==> src/shared/opd_pkg.sv <==
// opd_pkg: constants, field layouts and types for the output phase/duty block
package opd_pkg;

    // ----------------------------------------------------------------
    // sizes and timing
    // ----------------------------------------------------------------
    localparam int NUM_OUT = 3;                 // output channels
    localparam int CLK_KHZ = 125000;            // master clock rate, kHz
    // one master clock is one half period of the fast divider clock
    localparam int FAST_KHZ = CLK_KHZ / 2;
    localparam longint MAX_DUTY_KHZ = 141666;   // duty shaping ceiling, kHz

    // ----------------------------------------------------------------
    // register byte offsets
    // ----------------------------------------------------------------
    localparam logic [5:0] OFS_PHASE_CONTROL_ONE = 6'h00;
    localparam logic [5:0] OFS_PHASE_SOURCE_CONFIG = 6'h04;
    localparam logic [5:0] OFS_PHASE_STATUS_REG = 6'h08;
    localparam logic [5:0] OFS_CH_BASE = 6'h10;      // channel n at base + n*0x10
    localparam logic [1:0] CH_SUB_CTRL = 2'h0;       // channel control word
    localparam logic [1:0] CH_SUB_LOW_DIV = 2'h1;    // low_divider_value
    localparam logic [1:0] CH_SUB_DUTY = 2'h2;       // output_duty_reg
    localparam logic [1:0] CH_SUB_PHASE = 2'h3;      // output_phase_step_reg

    // ----------------------------------------------------------------
    // field positions
    // ----------------------------------------------------------------
    localparam int PC_MODE_BIT = 0;       // 1 adjust, 0 align
    localparam int PC_PRIME_BIT = 1;      // prime_request
    localparam int PC_FIRE_BIT = 2;       // fire_request
    localparam int PC_INV_BIT = 3;        // fire_invert
    localparam int PC_CLEAR_BIT = 4;      // sequencer_clear, write only
    localparam int PS_PRIME_LSB = 0;      // prime_source_select[3:0]
    localparam int PS_FIRE_LSB = 4;       // fire_source_select[3:0]
    localparam int ST_WAIT_BIT = 0;       // waiting_for_trigger
    localparam int ST_BUSY_BIT = 1;       // busy
    localparam int ST_DONE_BIT = 2;       // step_done_latched, write 1 clears
    localparam int LOW_DIV_W = 25;

    // ----------------------------------------------------------------
    // values after reset and encodings
    // ----------------------------------------------------------------
    localparam logic RST_MODE = 1'b1;
    localparam logic [3:0] RST_PRIME_SEL = 4'h1;
    localparam logic [3:0] RST_FIRE_SEL = 4'h0;
    localparam logic MODE_ALIGN = 1'b0;
    localparam logic [3:0] SRC_PRIME_REQ = 4'h1;
    localparam logic [3:0] SRC_PRIME_APLL = 4'h2;
    localparam logic [3:0] SRC_PRIME_DPLL = 4'h3;
    localparam logic [3:0] SRC_FIRE_REQ = 4'h0;
    localparam logic [3:0] SRC_FIRE_APLL = 4'h1;
    localparam logic [3:0] SRC_FIRE_DPLL = 4'h2;
    localparam logic [3:0] SRC_FIRE_DREF = 4'h3;
    // codes 4..7 pick gpio 0..3 for either selector

    // per-channel control word, low bits of the channel control register
    typedef struct packed {
        logic format_opposite;       // [11] hstl / inverted-p 2xcmos formats
        logic n_pin_low_divider;     // [10]
        logic low_divider_select;    // [9]
        logic output_invert;         // [8]
        logic phase_step_enable;     // [7]
        logic [6:0] medium_divider_value; // [6:0]
    } opd_chan_cfg_type;

    localparam opd_chan_cfg_type RST_CHAN_CFG = 12'h000;

    // sequencer states, one-hot
    typedef enum logic [2:0] {
        SEQ_IDLE = 3'b001,
        SEQ_ARMED = 3'b010,
        SEQ_BUSY = 3'b100
    } opd_seq_type;

endpackage

==> src/core/opd_core.sv <==
// opd_core: per-output duty shaping and phase step / align sequencer, avalon-mm slave
//
// The implementer's own choices: the placing of the registers and the Avalon-MM interface to the registers.
`timescale 1ns/1ps
`default_nettype none
// What this block does
// duty shaping only when frequency, dividers allow
// zero width gives 50%, else pulse periods
// invert swaps pulse level and rest level
// shaping in low divider; n-pin option
// software avoids high/low times under 2ns
// phase steps in medium divider, half periods
// adjust mode needs enable, amount, arm, trigger
// arm source chosen by prime_source_select
// trigger source chosen by fire_source_select
// fire_invert inverts the trigger signal
// one trigger steps all enabled nonzero outputs
// no step at zero; negative step limit
// positive step limit from divider value
// step changes one period's high time
// sequencer_clear cancels armed step, back idle
// live waiting/busy status, latched done flag
// step amount counts half fast periods
// fire_request self-clears only for slow dividers; here it clears on every completion, whatever the divider
// software clears sequencer after source changes
// align mode resets dividers before the step
// opposite formats invert phase; invert restores
// aligned groups share dividers; software's duty
// trigger while not armed is ignored
module opd_core
    import opd_pkg::*;
(
    input wire logic clk,
    input wire logic rst_n,
    input wire logic ce,
    input wire logic [5:0] address,
    input wire logic read,
    input wire logic write,
    input wire logic [31:0] writedata,
    output logic [31:0] readdata,
    output logic waitrequest,
    input wire logic apll_lock,
    input wire logic dpll_lock,
    input wire logic dpll_ref_clk,
    input wire logic [3:0] gpio,
    output logic [NUM_OUT-1:0] out_pos_pin,
    output logic [NUM_OUT-1:0] out_neg_pin
);

    // ----------------------------------------------------------------
    // declarations
    // ----------------------------------------------------------------
    logic wait_q;                        // waitrequest flop, high while idle
    logic [31:0] rdata_q;                // read data, loaded as the answer forms
    logic wr_go;                         // write takes effect
    logic mode_q;                        // 1 adjust, 0 align
    logic prime_req_q;                   // prime_request bit
    logic fire_req_q;                    // fire_request bit
    logic fire_inv_q;                    // fire_invert bit
    logic clear_go;                      // sequencer_clear write
    logic [3:0] prime_sel_q;             // prime_source_select
    logic [3:0] fire_sel_q;              // fire_source_select
    logic done_q;                        // step_done_latched
    opd_seq_type seq_q;                  // sequencer state
    logic [6:0] sync1_q;                 // first stage, pins
    logic [6:0] sync2_q;                 // second stage, pins
    logic prime_lvl;                     // selected arm level
    logic fire_lvl;                      // selected trigger level
    logic prime_prev_q;                  // previous arm level
    logic fire_prev_q;                   // previous trigger level
    logic prime_evt;                     // arm event
    logic fire_evt;                      // trigger event
    logic fire_take;                     // trigger accepted while armed
    logic done_evt;                      // adjustment finished
    opd_chan_cfg_type cfg_q [NUM_OUT];   // channel control
    logic [LOW_DIV_W-1:0] ls_val_q [NUM_OUT]; // low_divider_value
    logic [7:0] duty_q [NUM_OUT];        // duty_pulse_width
    logic [7:0] step_q [NUM_OUT];        // phase_step_amount, signed
    logic [NUM_OUT-1:0] pend_q;          // step waiting for its period
    logic [NUM_OUT-1:0] align_q;         // divider reset pulse
    logic [NUM_OUT-1:0] ms_q;            // medium divider output
    logic [NUM_OUT-1:0] rise_q;          // medium output rose last edge
    logic [NUM_OUT-1:0] apply;           // step lands on this edge
    logic [NUM_OUT-1:0] pos_q;           // registered positive pin
    logic [NUM_OUT-1:0] neg_q;           // registered negative pin
    logic [1:0] sel_ch;                  // channel index of access
    logic ch_hit;                        // access falls in a channel window

    assign waitrequest = wait_q;
    assign readdata = rdata_q;
    assign out_pos_pin = pos_q;
    assign out_neg_pin = neg_q;

    // ----------------------------------------------------------------
    // avalon-mm slave
    // ----------------------------------------------------------------
    // channel windows sit at 0x10, 0x20, 0x30
    assign sel_ch = address[5:4] - 2'h1;
    assign ch_hit = (address[5:4] != 2'h0);
    // a request answers one edge after it is seen: wait_q drops for one cycle
    assign wr_go = write & ~wait_q;
    assign clear_go = wr_go && (address == OFS_PHASE_CONTROL_ONE) && writedata[PC_CLEAR_BIT];

    // waitrequest: low for exactly the completing cycle, then high again
    always_ff @(posedge clk) begin
        if (!rst_n) begin
            wait_q <= 1'b1;
        end else if (ce) begin
            wait_q <= ~((read | write) & wait_q);
        end
    end

    // read data captured while waitrequest is still high, so it stands on the answer
    always_ff @(posedge clk) begin
        if (!rst_n) begin
            rdata_q <= 32'h0000_0000;
        end else if (ce && read && wait_q) begin
            rdata_q <= 32'h0000_0000;
            if (ch_hit) begin
                case (address[3:2])
                    CH_SUB_CTRL: rdata_q[11:0] <= cfg_q[sel_ch];
                    CH_SUB_LOW_DIV: rdata_q[LOW_DIV_W-1:0] <= ls_val_q[sel_ch];
                    CH_SUB_DUTY: rdata_q[7:0] <= duty_q[sel_ch];
                    default: rdata_q[7:0] <= step_q[sel_ch];
                endcase
            end else begin
                case (address)
                    OFS_PHASE_CONTROL_ONE: rdata_q[3:0] <= {fire_inv_q, fire_req_q,
                                                           prime_req_q, mode_q};
                    OFS_PHASE_SOURCE_CONFIG: rdata_q[7:0] <= {fire_sel_q, prime_sel_q};
                    // live status and latched done
                    OFS_PHASE_STATUS_REG: rdata_q[2:0] <= {done_q, seq_q == SEQ_BUSY,
                                                          seq_q == SEQ_ARMED};
                    // unmapped words read as zero
                    default: rdata_q <= 32'h0000_0000;
                endcase
            end
        end
    end

    // ----------------------------------------------------------------
    // global control registers
    // ----------------------------------------------------------------
    // software write wins over the self-clear of fire_request
    always_ff @(posedge clk) begin
        if (!rst_n) begin
            mode_q <= RST_MODE;
            prime_req_q <= 1'b0;
            fire_req_q <= 1'b0;
            fire_inv_q <= 1'b0;
        end else if (ce) begin
            if (wr_go && address == OFS_PHASE_CONTROL_ONE) begin
                mode_q <= writedata[PC_MODE_BIT];
                prime_req_q <= writedata[PC_PRIME_BIT];
                fire_req_q <= writedata[PC_FIRE_BIT];
                fire_inv_q <= writedata[PC_INV_BIT];
            end else if (done_evt) begin
                // medium period never beats the master clock here, so self-clear
                fire_req_q <= 1'b0;
            end
        end
    end

    // source selectors; software must pulse sequencer_clear after a change
    always_ff @(posedge clk) begin
        if (!rst_n) begin
            prime_sel_q <= RST_PRIME_SEL;
            fire_sel_q <= RST_FIRE_SEL;
        end else if (ce && wr_go && address == OFS_PHASE_SOURCE_CONFIG) begin
            prime_sel_q <= writedata[PS_PRIME_LSB +: 4];
            fire_sel_q <= writedata[PS_FIRE_LSB +: 4];
        end
    end

    // done flag; a completion in the clearing cycle still sets it
    always_ff @(posedge clk) begin
        if (!rst_n) begin
            done_q <= 1'b0;
        end else if (ce) begin
            if (done_evt) begin
                done_q <= 1'b1;
            end else if (wr_go && address == OFS_PHASE_STATUS_REG && writedata[ST_DONE_BIT]) begin
                done_q <= 1'b0;
            end
        end
    end

    // ----------------------------------------------------------------
    // event sources
    // ----------------------------------------------------------------
    // pins are asynchronous: two flops before anything looks at them
    always_ff @(posedge clk) begin
        if (!rst_n) begin
            sync1_q <= 7'h00;
            sync2_q <= 7'h00;
        end else if (ce) begin
            sync1_q <= {gpio, dpll_ref_clk, dpll_lock, apll_lock};
            sync2_q <= sync1_q;
        end
    end

    // arm source select
    always_comb begin
        case (prime_sel_q)
            SRC_PRIME_REQ: prime_lvl = prime_req_q;
            SRC_PRIME_APLL: prime_lvl = sync2_q[0];
            SRC_PRIME_DPLL: prime_lvl = sync2_q[1];
            4'h4, 4'h5, 4'h6, 4'h7: prime_lvl = sync2_q[3 + prime_sel_q[1:0]];
            default: prime_lvl = 1'b0;
        endcase
    end

    // trigger source select; R10: optional inversion before edge detect
    always_comb begin
        case (fire_sel_q)
            SRC_FIRE_REQ: fire_lvl = fire_req_q;
            SRC_FIRE_APLL: fire_lvl = sync2_q[0];
            SRC_FIRE_DPLL: fire_lvl = sync2_q[1];
            SRC_FIRE_DREF: fire_lvl = sync2_q[2];
            4'h4, 4'h5, 4'h6, 4'h7: fire_lvl = sync2_q[3 + fire_sel_q[1:0]];
            default: fire_lvl = 1'b0;
        endcase
        fire_lvl = fire_lvl ^ fire_inv_q;
    end

    // edge memories; changing a selector can fake an edge, hence the clear
    always_ff @(posedge clk) begin
        if (!rst_n) begin
            prime_prev_q <= 1'b0;
            fire_prev_q <= 1'b0;
        end else if (ce) begin
            prime_prev_q <= prime_lvl;
            fire_prev_q <= fire_lvl;
        end
    end

    // rising edges of the selected levels
    assign prime_evt = prime_lvl & ~prime_prev_q;
    assign fire_evt = fire_lvl & ~fire_prev_q;
    // trigger only counts while armed
    assign fire_take = fire_evt && (seq_q == SEQ_ARMED) && !clear_go;
    assign done_evt = (seq_q == SEQ_BUSY) && (pend_q == '0) && !clear_go;

    // ----------------------------------------------------------------
    // arm / trigger sequencer
    // ----------------------------------------------------------------
    // step only after arm then trigger
    always_ff @(posedge clk) begin
        if (!rst_n) begin
            seq_q <= SEQ_IDLE;
        end else if (ce) begin
            if (clear_go) begin
                // cancel and return idle
                seq_q <= SEQ_IDLE;
            end else begin
                case (seq_q)
                    SEQ_IDLE: if (prime_evt) begin
                        seq_q <= SEQ_ARMED;
                    end
                    SEQ_ARMED: if (fire_take) begin
                        seq_q <= SEQ_BUSY;
                    end
                    // busy ends when every stepped channel has landed
                    SEQ_BUSY: if (done_evt) begin
                        seq_q <= SEQ_IDLE;
                    end
                    default: seq_q <= SEQ_IDLE;
                endcase
            end
        end
    end

    // ----------------------------------------------------------------
    // per-output channels
    // ----------------------------------------------------------------
    for (genvar i = 0; i < NUM_OUT; i++) begin : g_ch
        logic [6:0] msv;          // medium divider value
        logic [8:0] seg_q;        // clocks in current medium half
        logic [8:0] cnt_q;        // clocks spent in current half
        logic [7:0] neg_lim;      // largest negative step, half periods
        logic [7:0] pos_lim;      // largest positive step, half periods
        logic signed [9:0] amt;   // clamped step, half periods
        logic [8:0] hi_len;       // length of the stepped high half
        logic [LOW_DIV_W-1:0] ls_cnt_q; // medium periods into low cycle
        logic duty_ok;            // shaping allowed
        logic ls_lvl;             // low divider output level
        logic inv;                // effective output inversion
        logic [LOW_DIV_W-1:0] half_ls; // 50% high span

        assign msv = cfg_q[i].medium_divider_value;
        // negative limit, (m-1)/2 odd or (m-2)/2 even, in fast periods
        assign neg_lim = {1'b0, 7'((msv - 7'h01) >> 1)} << 1;
        // positive limit, (127-m)/2 odd or (128-m)/2 even
        assign pos_lim = {1'b0, 7'((8'h80 - {1'b0, msv}) >> 1)} << 1;

        // amount is signed half periods; R6: one clock is one half period
        always_comb begin
            amt = 10'(signed'(step_q[i]));
            if (amt > signed'({2'b00, pos_lim})) begin
                amt = signed'({2'b00, pos_lim});
            end else if (amt < -signed'({2'b00, neg_lim})) begin
                amt = -signed'({2'b00, neg_lim});
            end
        end
        // only this high half is stretched or shortened
        assign hi_len = 9'(10'(signed'({3'b000, msv})) + amt);

        // registers of this channel
        always_ff @(posedge clk) begin
            if (!rst_n) begin
                cfg_q[i] <= RST_CHAN_CFG;
                ls_val_q[i] <= '0;
                duty_q[i] <= 8'h00;
                step_q[i] <= 8'h00;
            end else if (ce && wr_go && ch_hit && sel_ch == 2'(i)) begin
                case (address[3:2])
                    CH_SUB_CTRL: cfg_q[i] <= writedata[11:0];
                    CH_SUB_LOW_DIV: ls_val_q[i] <= writedata[LOW_DIV_W-1:0];
                    CH_SUB_DUTY: duty_q[i] <= writedata[7:0];
                    default: step_q[i] <= writedata[7:0];
                endcase
            end
        end

        // every enabled channel with a nonzero amount and medium divider gets its own step
        always_ff @(posedge clk) begin
            if (!rst_n) begin
                pend_q[i] <= 1'b0;
                align_q[i] <= 1'b0;
            end else if (ce) begin
                // align mode resets participating dividers first
                align_q[i] <= fire_take && (mode_q == MODE_ALIGN) && cfg_q[i].phase_step_enable;
                if (clear_go) begin
                    pend_q[i] <= 1'b0;
                end else if (fire_take) begin
                    // no step without a medium divider
                    pend_q[i] <= cfg_q[i].phase_step_enable && (step_q[i] != 8'h00)
                                 && (msv != 7'h00);
                end else if (apply[i]) begin
                    pend_q[i] <= 1'b0;
                end
            end
        end

        // step lands as the medium output turns high, never mid-reset
        assign apply[i] = pend_q[i] && !align_q[i] && (msv != 7'h00) && !ms_q[i]
                          && (cnt_q >= seg_q);

        // medium divider: high m clocks, low m clocks; zero bypasses it
        always_ff @(posedge clk) begin
            if (!rst_n) begin
                ms_q[i] <= 1'b0;
                rise_q[i] <= 1'b0;
                cnt_q <= 9'h001;
                seg_q <= 9'h001;
            end else if (ce) begin
                rise_q[i] <= 1'b0;
                if (align_q[i]) begin
                    ms_q[i] <= 1'b0;
                    cnt_q <= 9'h001;
                    seg_q <= {2'b00, msv};
                end else if (msv == 7'h00) begin
                    ms_q[i] <= ~ms_q[i];
                    rise_q[i] <= ~ms_q[i];
                end else if (cnt_q >= seg_q) begin
                    ms_q[i] <= ~ms_q[i];
                    rise_q[i] <= ~ms_q[i];
                    cnt_q <= 9'h001;
                    seg_q <= apply[i] ? hi_len : {2'b00, msv};
                end else begin
                    cnt_q <= cnt_q + 9'h001;
                end
            end
        end

        // low divider counts medium periods, ratio value+1
        always_ff @(posedge clk) begin
            if (!rst_n) begin
                ls_cnt_q <= '0;
            end else if (ce) begin
                if (align_q[i]) begin
                    ls_cnt_q <= '0;
                end else if (rise_q[i]) begin
                    ls_cnt_q <= (ls_cnt_q >= ls_val_q[i]) ? '0 : ls_cnt_q + 1'b1;
                end
            end
        end

        // medium above zero, low above one, rate under the ceiling
        assign duty_ok = (msv != 7'h00) && (ls_val_q[i] > 25'd1)
            && (64'(FAST_KHZ) <= 64'(MAX_DUTY_KHZ) * 64'(msv) * (64'(ls_val_q[i]) + 64'd1));
        assign half_ls = 25'((26'(ls_val_q[i]) + 26'd1) >> 1);
        // zero width is 50%, else high for width medium periods
        assign ls_lvl = (duty_ok && duty_q[i] != 8'h00)
                        ? (ls_cnt_q < 25'(duty_q[i])) : (ls_cnt_q < half_ls);
        // invert swaps pulse and rest; R21: opposite formats start inverted
        assign inv = cfg_q[i].output_invert ^ cfg_q[i].format_opposite;

        // pins come from flops
        always_ff @(posedge clk) begin
            if (!rst_n) begin
                pos_q[i] <= 1'b0;
                neg_q[i] <= 1'b0;
            end else if (ce) begin
                // shaping lives in the low divider; n pin may use it alone
                if (cfg_q[i].low_divider_select) begin
                    pos_q[i] <= ls_lvl ^ inv;
                    neg_q[i] <= ls_lvl ^ inv;
                end else if (cfg_q[i].n_pin_low_divider) begin
                    pos_q[i] <= ms_q[i] ^ inv;
                    neg_q[i] <= ls_lvl ^ inv;
                end else begin
                    pos_q[i] <= ms_q[i] ^ inv;
                    neg_q[i] <= ms_q[i] ^ inv;
                end
            end
        end
    end

endmodule
`default_nettype wire

==> config.mk <==
export PLATFORM = sky130hd
export DESIGN_NAME = opd_core
export DESIGN_NICKNAME = d
export VERILOG_FILES = /design/src/shared/opd_pkg.sv /design/src/core/opd_core.sv
export SDC_FILE = /design/constraint.sdc
export NUM_CORES = 2
export LEC_CHECK = 0
export BUFFER_PORTS_ARGS = -buffer_cell sky130_fd_sc_hd__clkbuf_2
export CORE_ASPECT_RATIO = 0.5
export CORE_UTILIZATION = 28
export CTS_CLUSTER_DIAMETER = 100
export CTS_CLUSTER_SIZE = 16
export DETAILED_ROUTE_END_ITERATION = 6
export PLACE_DENSITY = 0.51
export SLEW_MARGIN = 15
export SYNTH_ARGS = -nofsm -noshare
export SYNTH_HDL_FRONTEND = slang
export SYNTH_SLANG_ARGS = --single-unit
==> constraint.sdc <==
create_clock -name clk -period 13.8 [get_ports clk]
set_input_delay 2.07 -clock clk [delete_from_list [all_inputs] [get_ports clk]]
set_output_delay 2.07 -clock clk [all_outputs]
set_load 0.01 [all_outputs]
Yosys cells after proc, flatten, opt, wreduce, memory -nomap -nowiden
Memory sizes are Yosys's and may differ from the RTL's.
Cells that the tools add are included.
{ "classes": {"n_addsub": 27, "eq_ne": 29, "mux": 150, "n_reduce_logical": 108, "magnitude_cmp": 26, "bitwise": 35, "mul": 6} }
{ "ops": {"columns": ["op", "n"], "rows": [
  ["two-way mux 25 bit", 13],
  ["two-way mux 9 bit", 27],
  ["adder 25 x 1 -> 26 bit, second input constant", 6],
  ["less-or-equal comparator 16 x 51 -> 1 bit, first input constant", 3],
  ["multiplier 24 x 26 -> 50 bit", 3],
  ["two-way mux 1 bit", 86],
  ["adder 25 x 1 -> 25 bit, second input constant", 3],
  [">= comparator 25 bit", 3],
  ["greater-than comparator 25 x 1 -> 1 bit, second input constant", 3],
  ["< comparator 25 bit", 3],
  ["< comparator 25 x 8 -> 1 bit", 3],
  ["multiplier 17 x 7 -> 24 bit, first input constant", 3],
  ["two-way mux 8 bit", 6],
  ["nonzero test 8 bit", 6],
  ["logical AND 1 bit", 47],
  ["two-way mux 12 bit", 3],
  ["equality test 4 x 3 -> 1 bit, second input constant", 8],
  ["< comparator 8 x 10 -> 1 bit", 3],
  ["negation 7 -> 10 bit", 3],
  ["AND reduction 2 bit", 15],
  ["adder 8 x 9 -> 9 bit", 3],
  ["adder 9 x 1 -> 9 bit, second input constant", 3],
  [">= comparator 9 bit", 3],
  ["greater-than comparator 8 x 9 -> 1 bit", 3],
  ["other kinds (43)", 122]
]} }
{ "word_totals": {"mem_count": 4, "mem_bits_rw": 159, "elab_cells": 426, "register_bits": 205, "out_inout_bits": 39, "inputBits": 50} }
{ "memory_table": {"columns": ["memory", "words", "word_bits", "read_ports", "rd_clocked_by_memory_dff", "wr", "line", "source"], "rows": [
  ["ls_val_q", 3, 25, 4, 0, 3, "opd_core.sv:76", "logic [LOW_DIV_W-1:0] ls_val_q [NUM_OUT];"],
  ["cfg_q", 3, 12, 4, 0, 3, "opd_core.sv:75", "opd_chan_cfg_type cfg_q [NUM_OUT];"],
  ["duty_q", 3, 8, 4, 0, 3, "opd_core.sv:77", "logic [7:0] duty_q [NUM_OUT];"],
  ["step_q", 3, 8, 4, 0, 3, "opd_core.sv:78", "logic [7:0] step_q [NUM_OUT];"]
]} }

Longest topological paths before layout
{ "logic_depth": {"depth_word": 11, "ltp_mapped": 49, "depth_no_buf": 47} }

Worst setup path before layout
Ideal clock, no wire load.
{ "synth_timing": {"kind": "register -> register", "from": "memory cfg_q[0][1] (netlist bit)", "to": "register pos_q[0] (netlist: out_pos_pin[0])", "stages_incl_launch_ff": 48, "slack_ns": 1.642, "setup_time_ns": 0.117, "arrival_time_ns": 12.041, "path_buffers": 2, "cell_sequence": "edfxtp_1 -> clkinv_1 -> clkbuf_1 -> ha_1 -> ha_1 -> inv_1 -> fa_1 -> inv_1 -> fa_1 -> ha_1 -> nand2_1 -> o21bai_1 -> a21oi_1 -> o21ai_0 -> a21oi_1 -> o21ai_0 -> a21oi_1 -> o21ai_0 -> [12 not listed] -> fa_1 -> fa_1 -> inv_1 -> fa_1 -> ha_1 -> nand4_1 -> nor3_1 -> or3_1 -> a211o_1 -> o21ai_0 -> mux2_2 -> a211oi_1 -> nand4_1 -> nor4_1 -> a31oi_1 -> mux2i_1 -> xor2_1 -> a32o_1"} }
{ "synth_lines": {"columns": ["item", "line", "source"], "rows": [
  ["start, declared", "opd_core.sv:75", null],
  ["end signal, assigned by index", "opd_core.sv:407", "pos_q[i] <= ls_lvl ^ inv;"],
  ["end signal, assigned by index", "opd_core.sv:410", "pos_q[i] <= ms_q[i] ^ inv;"],
  ["end signal, assigned by index", "opd_core.sv:413", "pos_q[i] <= ms_q[i] ^ inv;"],
  ["end, declared", "opd_core.sv:84", "logic [NUM_OUT-1:0] pos_q;"]
]} }

==> impl_metrics.tcl <==
set metrics [dict create \
    synth_top_family_by_area "adder cells" \
    r2r_slack_ns 0.68 \
    wl_per_cell_um 20.6 \
    drtPass1Iterations 6 \
    htreeDepth 1 \
    yosys-top-cells-area "fa_1 (36%), ha_1 (14%), inv_1 (8.1%)" \
    setup_violations 0 \
    antenna_found_initial 9 \
    end_kind "flip-flop" \
    synth_edf_count 159 \
    critPathBufInv 8 \
    synth_warnings 0 \
    worst_slew_pin_slew_ns 1.23 \
    yosys_register_bits 364 \
    nets 13208 \
    max_stage_delay_ns 0.57 \
    finalMaxSlewViolations 0 \
    start_kind "flip-flop" \
    hp-class "flip-flop to flip-flop" \
    synth_mux_area_share_pct 1.51 \
    fp.dieArea_um2 328000 \
    drc 0 \
    yosys.area.top_type_share_pct 35.5 \
    die_w_um 809 \
    globalplace.congestion 0.919 \
    wl_um 306000 \
    start_util_pct 28.3 \
    synthSimpleGateAreaFrac_pct 17.4 \
    clock-sinks 364 \
    outcome "finished clean" \
    fillers 34149 \
    cpMaxStageDelayCell "or4_1" \
    synthFlopType "dfxtp_1" \
    min_period_over_period_pct 95.1 \
    final_layout_size_suffix_gt1_share_pct 4.88 \
    setup_tns_ns 0 \
    postSynthCellCount 10633 \
    finalClockSkew_ns 0.0169 \
    cts_setup_buffers 0 \
    cp_top_family "adder cells" \
    synth-compound-area-share_pct 9.31 \
    cts_root_buf "clkbuf_16" \
    grt_pass1_vias 75503 \
    period_needed_ns 13.12 \
    synth_area_um2 91200 \
    grt_pass1_wl_um 473000 \
    cts_buffers 27 \
    first_iter_violations 5650 \
    yosys.area_share.adder_pct 49.1 \
    gr-usage-all-layers_pct 18.6 \
    area.growth.synth_to_final_pct 8.40 \
    grt_overflow 0 \
    clk_transition_reported_paths_ns 0.09 \
    crit_required_ns 14.29 \
    worstPathMaxFanout 8 \
    fmax_ghz 0.0762 \
    ioPinCount 89 \
    final_cell_mix "inv_1 (1969), fa_1 (1617), nand2_1 (1435)" \
    vias_per_cell 4.94 \
    hold_viol 0 \
    cts_tree "done" \
    worstSetupPathType "flip-flop to flip-flop" \
    async_reset_ff_share_pct 0 \
    grt_setup_unrepaired "no" \
    layout_commonest_cell "inv_1" \
    syn-mean-instance-area_um2 8.57 \
    num_rows 147 \
    clock_path_buffers 3 \
    relSlewSlack_pct 18.0 \
    cts_hold_buffers 0 \
    path_common_cell "fa_1" \
    dr_total_vias 73510 \
    core_area_um2 322000 \
    maxCapViolations 0 \
    synth_xor_area_share_pct 2.85 \
    dp_hpwl_um 248000 \
    clk_latency_ns 0.60 \
    die-height_um 405 \
    synth.distinct_cells 94 \
    critical_path_arrival_ns 13.61 \
    grt_max_degree 75 \
    yosysSeqAreaShare_pct 9.74 \
    yosysTopAreaCell "fa_1" \
    ant_nets 0 \
    port-buffer-count 74 \
]
worst paths after layout:
| check | start | end | cells past startpoint |
|---|---|---|---|
| worst min-delay path | g_ch[2].seg_q[7]$_SDFFE_PN0P_ | g_ch[2].seg_q[7]$_SDFFE_PN0P_ | 2 |
| worst min register to register | g_ch[2].seg_q[7]$_SDFFE_PN0P_ | g_ch[2].seg_q[7]$_SDFFE_PN0P_ | 2 |
| worst max register to register | cfg_q[2][2]$_SDFFCE_PN0P_ | out_pos_pin[2]$_SDFFE_PN0P_ | 47 |
| worst max-delay path | cfg_q[2][2]$_SDFFCE_PN0P_ | out_pos_pin[2]$_SDFFE_PN0P_ | 47 |
synthesized netlist by cell type, drive strengths merged, types with 12 or more instances:
master   number
inv        1976
fa         1617
nand2      1435
ha          988
nor2        915
clkbuf      376
a21oi       316
o21ai       292
and2        242
xnor2       207
dfxtp       205
nand2b      171
nand3       160
edfxtp      159
nor3        120
a21o        117
nor2b       110
o21a        107
mux2i        99
and3         91
nand4        89
xor2         84
nor4         72
o211ai       59
a211oi       58
a31oi        54
buf          45
a21boi       44
clkinv       43
o21bai       27
o31ai        25
or3          25
o311ai       20
o211a        18
or2          16
a22oi        15
o221ai       15
a211o        14
and4         14
o22ai        14
a2111oi      13
mux2         12
what timing repair did:
action | CTS | global route
endpoints found under the hold margin | 0 | 0
resized for setup | 0 | 15
setup endpoints to repair | 0 | 6
worst register-to-register path, delay by kind of cell, from the launching register on:
| kind | cells | cell delay [ns] |
|---|---|---|
| and+or+nand+nor | 6 | 1.70 |
| buffers and inverters | 8 | 1.05 |
| xor gates and xnor gates | 2 | 0.41 |
| AOI/OAI and AO/OA | 17 | 3.78 |
| DFF | 1 | 0.40 |
| muxes | 1 | 0.13 |
| adders and majority gates | 13 | 5.54 |
per-layer routing:
| layer | track usage [%] | vias to the layer above | part of all wire (%) |
|---|---|---|---|
| li1 | - | 33403 | - |
| met1 | 26.2 | 37447 | 45 |
| met2 | 30.1 | 2299 | 45 |
| met3 | 1.91 | 361 | 6.1 |
| met4 | 5.68 | 0 | 3.7 |
| met5 | 0 | - | 0 |
final cells by class:
cell class | count | area, um^2 | share of cell area [%]
Multi-Input combinational cell | 7835 | 74100 | 74.9
Sequential cell | 364 | 8880 | 8.98
Clock inverter | 2 | 20.0 | 0.0203
Clock buffer | 44 | 761 | 0.770
Tap cell | 4321 | 5410 | 5.47
Antenna cell | 1 | 2.50 | 0.00253
Inverter | 2019 | 7580 | 7.67
Timing Repair Buffer | 306 | 2130 | 2.15
stage by stage:
| stage | instance area (um^2) | hold slack, ns | setup WS (ns) | std cells | utilization [%] |
|---|---|---|---|---|---|
| floorplan | 91200 | 0.441 | 1.64 | 10639 | - |
| global placement | 97900 | 0.457 | 0.549 | 14845 | 30.4 |
| detailed placement | 97900 | 0.466 | 0.624 | 14845 | 30.4 |
| CTS | 98700 | 0.478 | 0.567 | 14891 | 30.6 |
| global route | 98800 | 0.506 | 0.00217 | 14892 | 30.7 |
| finish | 98800 | 0.473 | 0.677 | 14892 | 30.7 |
flip-flops by register name, summed over array words and instances, names as in the netlist, 3 cells and up:
| register | count |
|---|---|
| sync2_q | 7 |
| cfg_q | 36 |
| align_q | 3 |
| duty_q | 24 |
| out_neg_pin | 3 |
| rise_q | 3 |
| ms_q | 3 |
| seq_q | 3 |
| fire_sel_q | 4 |
| g_ch.cnt_q | 27 |
| out_pos_pin | 3 |
| sync1_q | 7 |
| prime_sel_q | 4 |
| readdata | 25 |
| ls_val_q | 75 |
| step_q | 24 |
| pend_q | 3 |
| g_ch.ls_cnt_q | 75 |
| g_ch.seg_q | 27 |
cell families (layout without fill, tap and decap cells):
group / Yosys count / count (layout)
muxes: 122 / 122
adders and majority gates: 2605 / 2605
AOI/OAI and AO/OA: 1301 / 1301
and+or+nand+nor: 3507 / 3507
other: 1 / 8
buffers and inverters: 2440 / 2371
xor gates and xnor gates: 293 / 293
DFF: 364 / 364
Power is left out: the tool's default activity adds up to more than one toggle a clock period on the data nets, which glitch-free logic cannot reach.
